==> src/core/cass_pkg.sv <==
`default_nettype none
package cass_pkg;

    localparam int unsigned CLK_HZ           = 100000000;
    localparam int unsigned PHASE_DEF_MS     = 1000;
    localparam logic [31:0] PHASE_DEF_CYC    = 32'(CLK_HZ / 1000 * PHASE_DEF_MS);
    localparam logic [6:0]  CURRENT_DEF_PCT  = 7'h64;
    localparam logic [6:0]  CURRENT_MAX_PCT  = 7'h64;
    localparam logic        DIR_DEF          = 1'b0;

    localparam logic [3:0]  ADDR_CTRL        = 4'h0;
    localparam logic [3:0]  ADDR_CURRENT     = 4'h1;
    localparam logic [3:0]  ADDR_LOCK_TIME   = 4'h2;
    localparam logic [3:0]  ADDR_LOCK_DELAY  = 4'h3;
    localparam logic [3:0]  ADDR_MOVE_TIME   = 4'h4;
    localparam logic [3:0]  ADDR_MOVE_DELAY  = 4'h5;
    localparam logic [3:0]  ADDR_STATUS      = 4'h6;
    localparam logic [3:0]  ADDR_ANGLE       = 4'h7;

    localparam int unsigned CTRL_FEATURE_BIT = 0;
    localparam int unsigned CTRL_DIR_BIT     = 1;
    localparam logic [1:0]  CTRL_RESET       = 2'h1;

    typedef enum logic [2:0] {
        CASS_IDLE  = 3'b000,
        CASS_RAMP1 = 3'b001,
        CASS_LOCK  = 3'b010,
        CASS_MOVE  = 3'b011,
        CASS_HOLD  = 3'b100,
        CASS_RAMP2 = 3'b101,
        CASS_DONE  = 3'b110
    } cass_state_t;

    typedef struct packed {
        logic [3:0]  addr;
        logic [31:0] wdata;
        logic        wr;
        logic        rd;
    } cass_bus_req_t;

    typedef struct packed {
        logic        feature_en;
        logic        dir;
        logic [6:0]  current_pct;
        logic [31:0] lock_time;
        logic [31:0] lock_delay;
        logic [31:0] move_time;
        logic [31:0] move_delay;
    } cass_cfg_t;

    typedef struct packed {
        cass_cfg_t   cfg;
        cass_state_t state;
        logic [31:0] count;
        logic        pending;
        logic        link_seen;
        logic        link_lost;
        logic        motion_prev;
        logic [15:0] angle;
        logic        angle_valid;
        logic        starting;
        logic        done;
        logic        refused;
        logic [6:0]  cur_cmd;
        logic        move_act;
        logic        move_dir;
        logic [31:0] rdata;
    } cass_state_reg_t;

endpackage : cass_pkg
`default_nettype wire

==> src/core/cass_sequencer.sv <==
// Functional notes
// - Sequence finds rotor angle without Hall signals.
// - Hall inputs ignored while finding angle.
// - Auto start at power-up and each enable.
// - Rerun after link returns and motion commanded.
// - Default phases total about five seconds.
// - Axis held in starting state throughout.
// - Phases: ramp, lock, move, hold, ramp.
// - Current is percent of peak, default 100.
// - Direction 0 forward, 1 reverse only.
// - Ramp time programmable, default one second.
// - Lock delay programmable, default one second.
// - Move time programmable, default one second.
// - Move hold delay programmable, default one second.
// - Refuse enable for unknown uncatalogued motor.
// - Enable request enters the starting state.
//
// The placing of the registers and the address-and-strobe port were left to the implementer.
`timescale 1ns/1ps
`default_nettype none

module cass_sequencer (
    input  wire logic        sys_clk,          // System clock, 100 MHz.
    input  wire logic        reset,            // Synchronous reset, active high.
    input  wire logic [3:0]  reg_addr,         // Register word address.
    input  wire logic [31:0] reg_wdata,        // Register write data.
    input  wire logic        reg_wr,           // Write strobe.
    input  wire logic        reg_rd,           // Read strobe.
    output logic      [31:0] reg_rdata,        // Read data, cycle after strobe.
    input  wire logic        enable_req,       // Axis enable request level.
    input  wire logic        link_up,          // Controller connection present.
    input  wire logic        motion_cmd,       // Motion commanded level.
    input  wire logic        offset_known,     // Commutation offset is known.
    input  wire logic        motor_catalogued, // Motor is a catalogued motor.
    input  wire logic [2:0]  hall_in,          // Hall signals, never used here.
    input  wire logic [15:0] enc_angle,        // Encoder electrical angle.
    output logic      [6:0]  current_cmd,      // Current command, percent of peak.
    output logic             move_active,      // Verification move in progress.
    output logic             move_dir,         // Move sense, 0 forward.
    output logic             axis_starting,    // Axis in starting state.
    output logic             seq_done,         // Sequence completed.
    output logic             enable_refused,   // Enable refused.
    output logic      [15:0] angle_out,        // Latched electrical angle.
    output logic             angle_valid       // Latched angle is valid.
);

    cass_pkg::cass_state_reg_t st_ff;
    cass_pkg::cass_state_reg_t nxt_st;
    cass_pkg::cass_bus_req_t   bus;
    logic                      hall_unused;
    logic                      allowed;
    logic                      start_evt;
    logic [31:0]               ramp_num;
    logic [31:0]               phase_len;
    logic [38:0]               ramp_prod;
    logic [38:0]               ramp_div;

    assign bus         = '{addr: reg_addr, wdata: reg_wdata, wr: reg_wr, rd: reg_rd};
    assign hall_unused = ^hall_in;
    assign allowed     = offset_known | motor_catalogued;

    always_comb begin
        nxt_st    = st_ff;
        start_evt = 1'b0;
        phase_len = 32'h0;
        ramp_num  = 32'h0;
        ramp_prod = 39'h0;
        ramp_div  = 39'h0;

        if (bus.wr) begin
            case (bus.addr)
                cass_pkg::ADDR_CTRL: begin
                    nxt_st.cfg.feature_en = bus.wdata[cass_pkg::CTRL_FEATURE_BIT];
                    nxt_st.cfg.dir        = bus.wdata[cass_pkg::CTRL_DIR_BIT];
                end
                cass_pkg::ADDR_CURRENT: begin
                    if (bus.wdata[6:0] > cass_pkg::CURRENT_MAX_PCT) begin
                        nxt_st.cfg.current_pct = cass_pkg::CURRENT_MAX_PCT;
                    end else begin
                        nxt_st.cfg.current_pct = bus.wdata[6:0];
                    end
                end
                cass_pkg::ADDR_LOCK_TIME:  nxt_st.cfg.lock_time  = bus.wdata;
                cass_pkg::ADDR_LOCK_DELAY: nxt_st.cfg.lock_delay = bus.wdata;
                cass_pkg::ADDR_MOVE_TIME:  nxt_st.cfg.move_time  = bus.wdata;
                cass_pkg::ADDR_MOVE_DELAY: nxt_st.cfg.move_delay = bus.wdata;
                default: begin
                end
            endcase
        end

        nxt_st.rdata = 32'h0;
        if (bus.rd) begin
            case (bus.addr)
                cass_pkg::ADDR_CTRL: begin
                    nxt_st.rdata = {30'h0, st_ff.cfg.dir, st_ff.cfg.feature_en};
                end
                cass_pkg::ADDR_CURRENT:    nxt_st.rdata = {25'h0, st_ff.cfg.current_pct};
                cass_pkg::ADDR_LOCK_TIME:  nxt_st.rdata = st_ff.cfg.lock_time;
                cass_pkg::ADDR_LOCK_DELAY: nxt_st.rdata = st_ff.cfg.lock_delay;
                cass_pkg::ADDR_MOVE_TIME:  nxt_st.rdata = st_ff.cfg.move_time;
                cass_pkg::ADDR_MOVE_DELAY: nxt_st.rdata = st_ff.cfg.move_delay;
                cass_pkg::ADDR_STATUS: begin
                    nxt_st.rdata = {24'h0, st_ff.refused, st_ff.angle_valid, st_ff.done,
                                    st_ff.starting, 1'b0, st_ff.state};
                end
                cass_pkg::ADDR_ANGLE: nxt_st.rdata = {16'h0, st_ff.angle};
                default: nxt_st.rdata = 32'h0;
            endcase
        end

        // Track controller connection; a loss after power-up arms a rerun.
        nxt_st.motion_prev = motion_cmd;
        if (link_up) begin
            nxt_st.link_seen = 1'b1;
        end else if (st_ff.link_seen) begin
            nxt_st.link_lost = 1'b1;
        end
        if (st_ff.link_lost && link_up && motion_cmd && !st_ff.motion_prev) begin
            nxt_st.link_lost   = 1'b0;
            nxt_st.angle_valid = 1'b0;
            start_evt          = 1'b1;
        end

        if (!enable_req) begin
            nxt_st.pending = 1'b0;
        end else if (!st_ff.angle_valid) begin
            nxt_st.pending = 1'b1;
        end
        nxt_st.refused = enable_req & ~allowed;

        case (st_ff.state)
            cass_pkg::CASS_RAMP1: phase_len = st_ff.cfg.lock_time;
            cass_pkg::CASS_LOCK:  phase_len = st_ff.cfg.lock_delay;
            cass_pkg::CASS_MOVE:  phase_len = st_ff.cfg.move_time;
            cass_pkg::CASS_HOLD:  phase_len = st_ff.cfg.move_delay;
            cass_pkg::CASS_RAMP2: phase_len = st_ff.cfg.lock_time;
            default:              phase_len = 32'h0;
        endcase

        // Linear ramp of current up to the configured level.
        ramp_num = (phase_len == 32'h0) ? 32'h1 : phase_len;
        ramp_prod = {32'h0, st_ff.cfg.current_pct} * {7'h0, st_ff.count};
        ramp_div  = ramp_prod / {7'h0, ramp_num};

        nxt_st.count    = st_ff.count + 32'h1;
        nxt_st.move_act = 1'b0;
        nxt_st.move_dir = st_ff.cfg.dir;

        case (st_ff.state)
            cass_pkg::CASS_IDLE: begin
                nxt_st.count    = 32'h0;
                nxt_st.cur_cmd  = 7'h0;
                nxt_st.starting = 1'b0;
                if (enable_req && allowed && st_ff.cfg.feature_en &&
                    (st_ff.pending || start_evt) && !st_ff.angle_valid) begin
                    nxt_st.state    = cass_pkg::CASS_RAMP1;
                    nxt_st.starting = 1'b1;
                    nxt_st.done     = 1'b0;
                end else if (enable_req && allowed && st_ff.angle_valid) begin
                    nxt_st.done = 1'b1;
                end
            end
            cass_pkg::CASS_RAMP1, cass_pkg::CASS_RAMP2: begin
                nxt_st.cur_cmd = ramp_div[6:0];
                if (st_ff.count >= phase_len) begin
                    nxt_st.count   = 32'h0;
                    nxt_st.cur_cmd = st_ff.cfg.current_pct;
                    nxt_st.state   = (st_ff.state == cass_pkg::CASS_RAMP1) ?
                                     cass_pkg::CASS_LOCK : cass_pkg::CASS_DONE;
                end
            end
            cass_pkg::CASS_LOCK: begin
                nxt_st.cur_cmd = st_ff.cfg.current_pct;
                if (st_ff.count >= phase_len) begin
                    nxt_st.count = 32'h0;
                    nxt_st.angle = enc_angle;
                    nxt_st.state = cass_pkg::CASS_MOVE;
                end
            end
            cass_pkg::CASS_MOVE: begin
                nxt_st.cur_cmd  = st_ff.cfg.current_pct;
                nxt_st.move_act = 1'b1;
                if (st_ff.count >= phase_len) begin
                    nxt_st.count    = 32'h0;
                    nxt_st.move_act = 1'b0;
                    nxt_st.state    = cass_pkg::CASS_HOLD;
                end
            end
            cass_pkg::CASS_HOLD: begin
                nxt_st.cur_cmd = st_ff.cfg.current_pct;
                if (st_ff.count >= phase_len) begin
                    nxt_st.count   = 32'h0;
                    nxt_st.cur_cmd = 7'h0;
                    nxt_st.state   = cass_pkg::CASS_RAMP2;
                end
            end
            cass_pkg::CASS_DONE: begin
                nxt_st.count       = 32'h0;
                nxt_st.cur_cmd     = 7'h0;
                nxt_st.angle_valid = 1'b1;
                nxt_st.done        = 1'b1;
                nxt_st.starting    = 1'b0;
                nxt_st.pending     = 1'b0;
                nxt_st.state       = cass_pkg::CASS_IDLE;
            end
            default: begin
                nxt_st.state = cass_pkg::CASS_IDLE;
            end
        endcase

        // Withdrawal of enable aborts any phase and drops the angle, so the next enable reruns.
        if (!enable_req) begin
            nxt_st.state    = cass_pkg::CASS_IDLE;
            nxt_st.cur_cmd  = 7'h0;
            nxt_st.move_act = 1'b0;
            nxt_st.starting = 1'b0;
            nxt_st.done     = 1'b0;
            nxt_st.count    = 32'h0;
            nxt_st.angle_valid = 1'b0;
        end
    end

    always_ff @(posedge sys_clk) begin
        if (reset) begin
            st_ff                 <= '0;
            st_ff.cfg.feature_en  <= cass_pkg::CTRL_RESET[cass_pkg::CTRL_FEATURE_BIT];
            st_ff.cfg.dir         <= cass_pkg::DIR_DEF;
            st_ff.cfg.current_pct <= cass_pkg::CURRENT_DEF_PCT;
            st_ff.cfg.lock_time   <= cass_pkg::PHASE_DEF_CYC;
            st_ff.cfg.lock_delay  <= cass_pkg::PHASE_DEF_CYC;
            st_ff.cfg.move_time   <= cass_pkg::PHASE_DEF_CYC;
            st_ff.cfg.move_delay  <= cass_pkg::PHASE_DEF_CYC;
            st_ff.state           <= cass_pkg::CASS_IDLE;
            st_ff.pending         <= 1'b1;
        end else begin
            st_ff <= nxt_st;
        end
    end

    assign reg_rdata      = st_ff.rdata;
    assign current_cmd    = st_ff.cur_cmd;
    assign move_active    = st_ff.move_act;
    assign move_dir       = st_ff.move_dir;
    assign axis_starting  = st_ff.starting;
    assign seq_done       = st_ff.done;
    assign enable_refused = st_ff.refused;
    assign angle_out      = st_ff.angle;
    assign angle_valid    = st_ff.angle_valid;

endmodule // cass_sequencer

`default_nettype wire

==> config.mk <==
export PLATFORM = sky130hd
export DESIGN_NAME = cass_sequencer
export DESIGN_NICKNAME = d
export VERILOG_FILES = /design/src/core/cass_pkg.sv /design/src/core/cass_sequencer.sv
export SDC_FILE = /design/constraint.sdc
export NUM_CORES = 2
export LEC_CHECK = 0
export BUFFER_PORTS_ARGS = -buffer_cell sky130_fd_sc_hd__buf_2
export CORE_ASPECT_RATIO = 1.1
export CORE_MARGIN = 4
export CORE_UTILIZATION = 40
export CTS_CLUSTER_SIZE = 12
export DETAILED_ROUTE_END_ITERATION = 7
export GPL_TIMING_DRIVEN = 0
export PLACE_DENSITY = 0.57
export SYNTH_ARGS = -nofsm -noshare
export SYNTH_HDL_FRONTEND = slang
export SYNTH_SLANG_ARGS = --single-unit
export TNS_END_PERCENT = 20
==> constraint.sdc <==
create_clock -name sys_clk -period 183 [get_ports sys_clk]
set_clock_uncertainty 0.15 [all_clocks]
set_input_delay 27.45 -clock sys_clk [delete_from_list [all_inputs] [get_ports sys_clk]]
set_output_delay 27.45 -clock sys_clk [all_outputs]
set_load 0.005 [all_outputs]
==> impl_metrics.py <==
metrics = {
    "cts": {
        "cts_tree": "built",
        "clk_latency_ps": 540,
        "cts_resized": 0,
        "cts_buffers": 24,
        "cts_max_path_buffers": 3,
        "cts-root-buf": "clkbuf_16",
        "htreeDepth": 1,
        "cts-hold-fix-buffers": 0,
        "cts.clk_slew.worst_paths_ps": 70,
        "cts_sinks": 237,
        "postCtsSetupBuffers": 0,
    },
    "setup_path": {
        "endpoint": "current_cmd[0]$_SDFFE_PP0P_",
        "critPathLaunchType": "flip-flop",
        "r2r-end": "current_cmd[0]$_SDFFE_PP0P_",
        "crit_path_max_incr_delay_ps": 980,
        "cpMostUsedCell": "clkbuf_1",
        "critPathCaptureType": "flip-flop",
        "crit_slowest_cell": "a311oi_1",
        "crit_path_max_fanout": 10,
        "regToRegStartpoint": "st_ff[233]$_SDFFE_PP1P_",
        "r2r_cells": 492,
        "arrival_ps": 145030,
        "rrSetupSlack_ps": 38210,
        "startpoint": "st_ff[233]$_SDFFE_PP1P_",
        "critPathKind": "reg -> reg",
        "worstPathRequired_ps": 183240,
    },
    "floorplan": {
        "dieArea_um2": 150000,
        "boundaryPins": 125,
        "core.rowCount": 145,
        "die_y_um": 406,
        "initial_core_util": 0.405,
        "core-area_um2": 143000,
        "die_w_um": 370,
    },
    "timing": {
        "setup_tns_ps": 0,
        "fin_crit_sh": 0.791,
        "fin_crit_ps": 144790,
        "setup_viol": 0,
        "finalHoldViolations": 0,
        "rsz0062_at_grt": "false",
        "worstMarginPinSlew_ps": 1470,
        "setup_ws_ps": 38210,
        "max_freq_ghz": 0.00691,
        "slew_headroom": 0.0174,
        "drv_slew": 0,
    },
    "synth": {
        "yosysWarnings": 0,
        "yosys-top-cells-area": "ha_1 (18%), dfxtp_1 (8.2%), nand2_1 (5.8%), a21oi_1 (5.8%), fa_1 (5.2%)",
        "synth_fa_ha_area_frac": 0.235,
        "synth_compound_area_frac": 0.269,
        "ys_top_cells_by_count": "nand2_1 (891), ha_1 (843), nor2_1 (705), a21oi_1 (666), o21ai_0 (350)",
        "synth_cells": 7867,
        "synth_edf_count": 0,
        "synth_xor_area_frac": 0.0797,
        "synth_flop_cell": "dfxtp_1",
        "synthSimpleGateAreaFrac": 0.237,
        "synthArstFlopShare": 0,
        "syn_area_um2": 57700,
        "synthMuxAreaShare": 0.0512,
        "ys_types": 107,
        "synth_nets": 8923,
        "syn_avg_cell_area_um2": 7.33,
        "yosysTopAreaCell": "ha_1",
        "synth.most_common_cell": "nand2_1",
        "synth_top_family_by_area": "compound AO/OA/AOI/OAI gates",
        "ys_seq_area_frac": 0.0822,
        "ys_ff_latch": 237,
        "synth_top_area_frac": 0.183,
    },
    "job": {
        "drv_cap": 1,
    },
    "run_status": {
        "run_status": "finished with violations",
        "violations": "DRC, capacitance limit",
    },
    "final_layout": {
        "drive_above_1_share": 0.0722,
        "final_net_count": 9094,
        "area_growth_pct": 7.51,
    },
    "placement": {
        "gp_congestion": 0.981,
        "dp_slack_ps": 40840,
        "port-buffer-count": 120,
        "dp_hpwl_mm": 187,
    },
    "routing": {
        "drc_errors": 2,
        "first_pass_iters": 8,
        "drtIter0Drc": 5050,
        "num_vias": 60700,
        "antenna_left": 0,
        "avgViaCountPerCell": 6.10,
        "wl_mm": 227,
        "wire_per_inst_um": 22.8,
    },
    "global_routing": {
        "grt.total_usage": 0.290,
        "grt_antenna_before_repair": 7,
        "grt_pass1_wl_mm": 345,
        "grt_max_degree": 39,
        "grt_pass1_vias": 58800,
        "grt_overflow": 0,
    },
    "min_path": {
        "hold_path.class": "reg -> reg",
    },
}
## routing by layer
metal  wire (um)  vias to the layer above  global-route usage
li1            -                    29000                   -
met1       96200                    28900               0.367
met2      103000                     2268               0.492
met3       14600                      514              0.0323
met4       12600                        6               0.134
met5          32                        -                   0
## layout make-up
cell class | instances | area (um2)
plain buffers | 348 | 1550
repair buffers | 145 | 1090
flip-flops and latches | 237 | 4740
clock inverters | 2 | 35.0
clock buffers | 31 | 668
inverters | 293 | 1100
fillers | 14900 | 80600
well taps | 1911 | 2390
multi-input cells | 6989 | 50400
diodes | 2 | 5.00
## metrics by stage
| stage | area (um2) | util | hold WS (ps) | std cells |
|---|---|---|---|---|
| floorplan | 57700 | - | 288 | 7867 |
| global placement | 60700 | 0.426 | 305 | 9898 |
| detailed placement | 61300 | 0.430 | 312 | 9921 |
| CTS | 62000 | 0.434 | 321 | 9954 |
| global route | 62000 | 0.435 | 340 | 9957 |
| finish | 62000 | 0.435 | 323 | 9958 |
## flip-flops by register name, summed over array words and instances, names as in the netlist
register,flops
current_cmd,7
angle_valid,1
st_ff,175
move_active,1
angle_out,16
axis_starting,1
move_dir,1
nxt_st,1
reg_rdata,32
seq_done,1
enable_refused,1
## how the worst min path moves through the flow
| stage | slack [ps] | endpoint | cells after the start | start |
|---|---|---|---|---|
| finish | 320 | st_ff[127]$_SDFFE_PP0P_ | 2 | st_ff[127]$_SDFFE_PP0P_ |
| global route | 340 | st_ff[171]$_SDFFE_PP0P_ | 2 | st_ff[171]$_SDFFE_PP0P_ |
| CTS | 320 | st_ff[141]$_SDFFE_PP0P_ | 2 | st_ff[141]$_SDFFE_PP0P_ |
| detailed placement | 310 | st_ff[141]$_SDFFE_PP0P_ | 2 | st_ff[141]$_SDFFE_PP0P_ |
| global placement | 310 | st_ff[63]$_SDFFE_PP0P_ | 2 | st_ff[63]$_SDFFE_PP0P_ |
| floorplan | 290 | st_ff[63]$_SDFFE_PP0P_ | 2 | st_ff[63]$_SDFFE_PP0P_ |
## critical path: cells and delay by family (launching register included)
family / cells / cell delay, ps
and+or+nand+nor: 109 / 24320
adders and majority gates: 44 / 14870
buffers and inverters: 85 / 36770
DFF: 1 / 780
AOI/OAI and AO/OA: 249 / 65340
muxes: 5 / 1960
## cell families after synthesis
family	Yosys count
adders and majority gates	992
xor gates and xnor gates	525
and+or+nand+nor	2861
DFF	237
buffers and inverters	641
muxes	267
AOI/OAI and AO/OA	2344
## layout by cell type, fill, tap and decap left out, types with 205 or more instances in the layout
master,netlist,routed
xor2_1,220,220
o21ai_0,350,337
o21a_1,239,239
nand2_1,891,886
xnor2_1,305,305
a21oi_1,666,666
ha_1,843,843
mux2_2,205,205
nor3_1,221,220
and2_1,255,255
clkbuf_1,234,237
a21o_1,256,254
dfxtp_1,237,237
nor2_1,705,704
inv_1,291,290
Power is left out: the tool's default activity adds up to more than one toggle a clock period on the data nets, which glitch-free logic cannot reach.
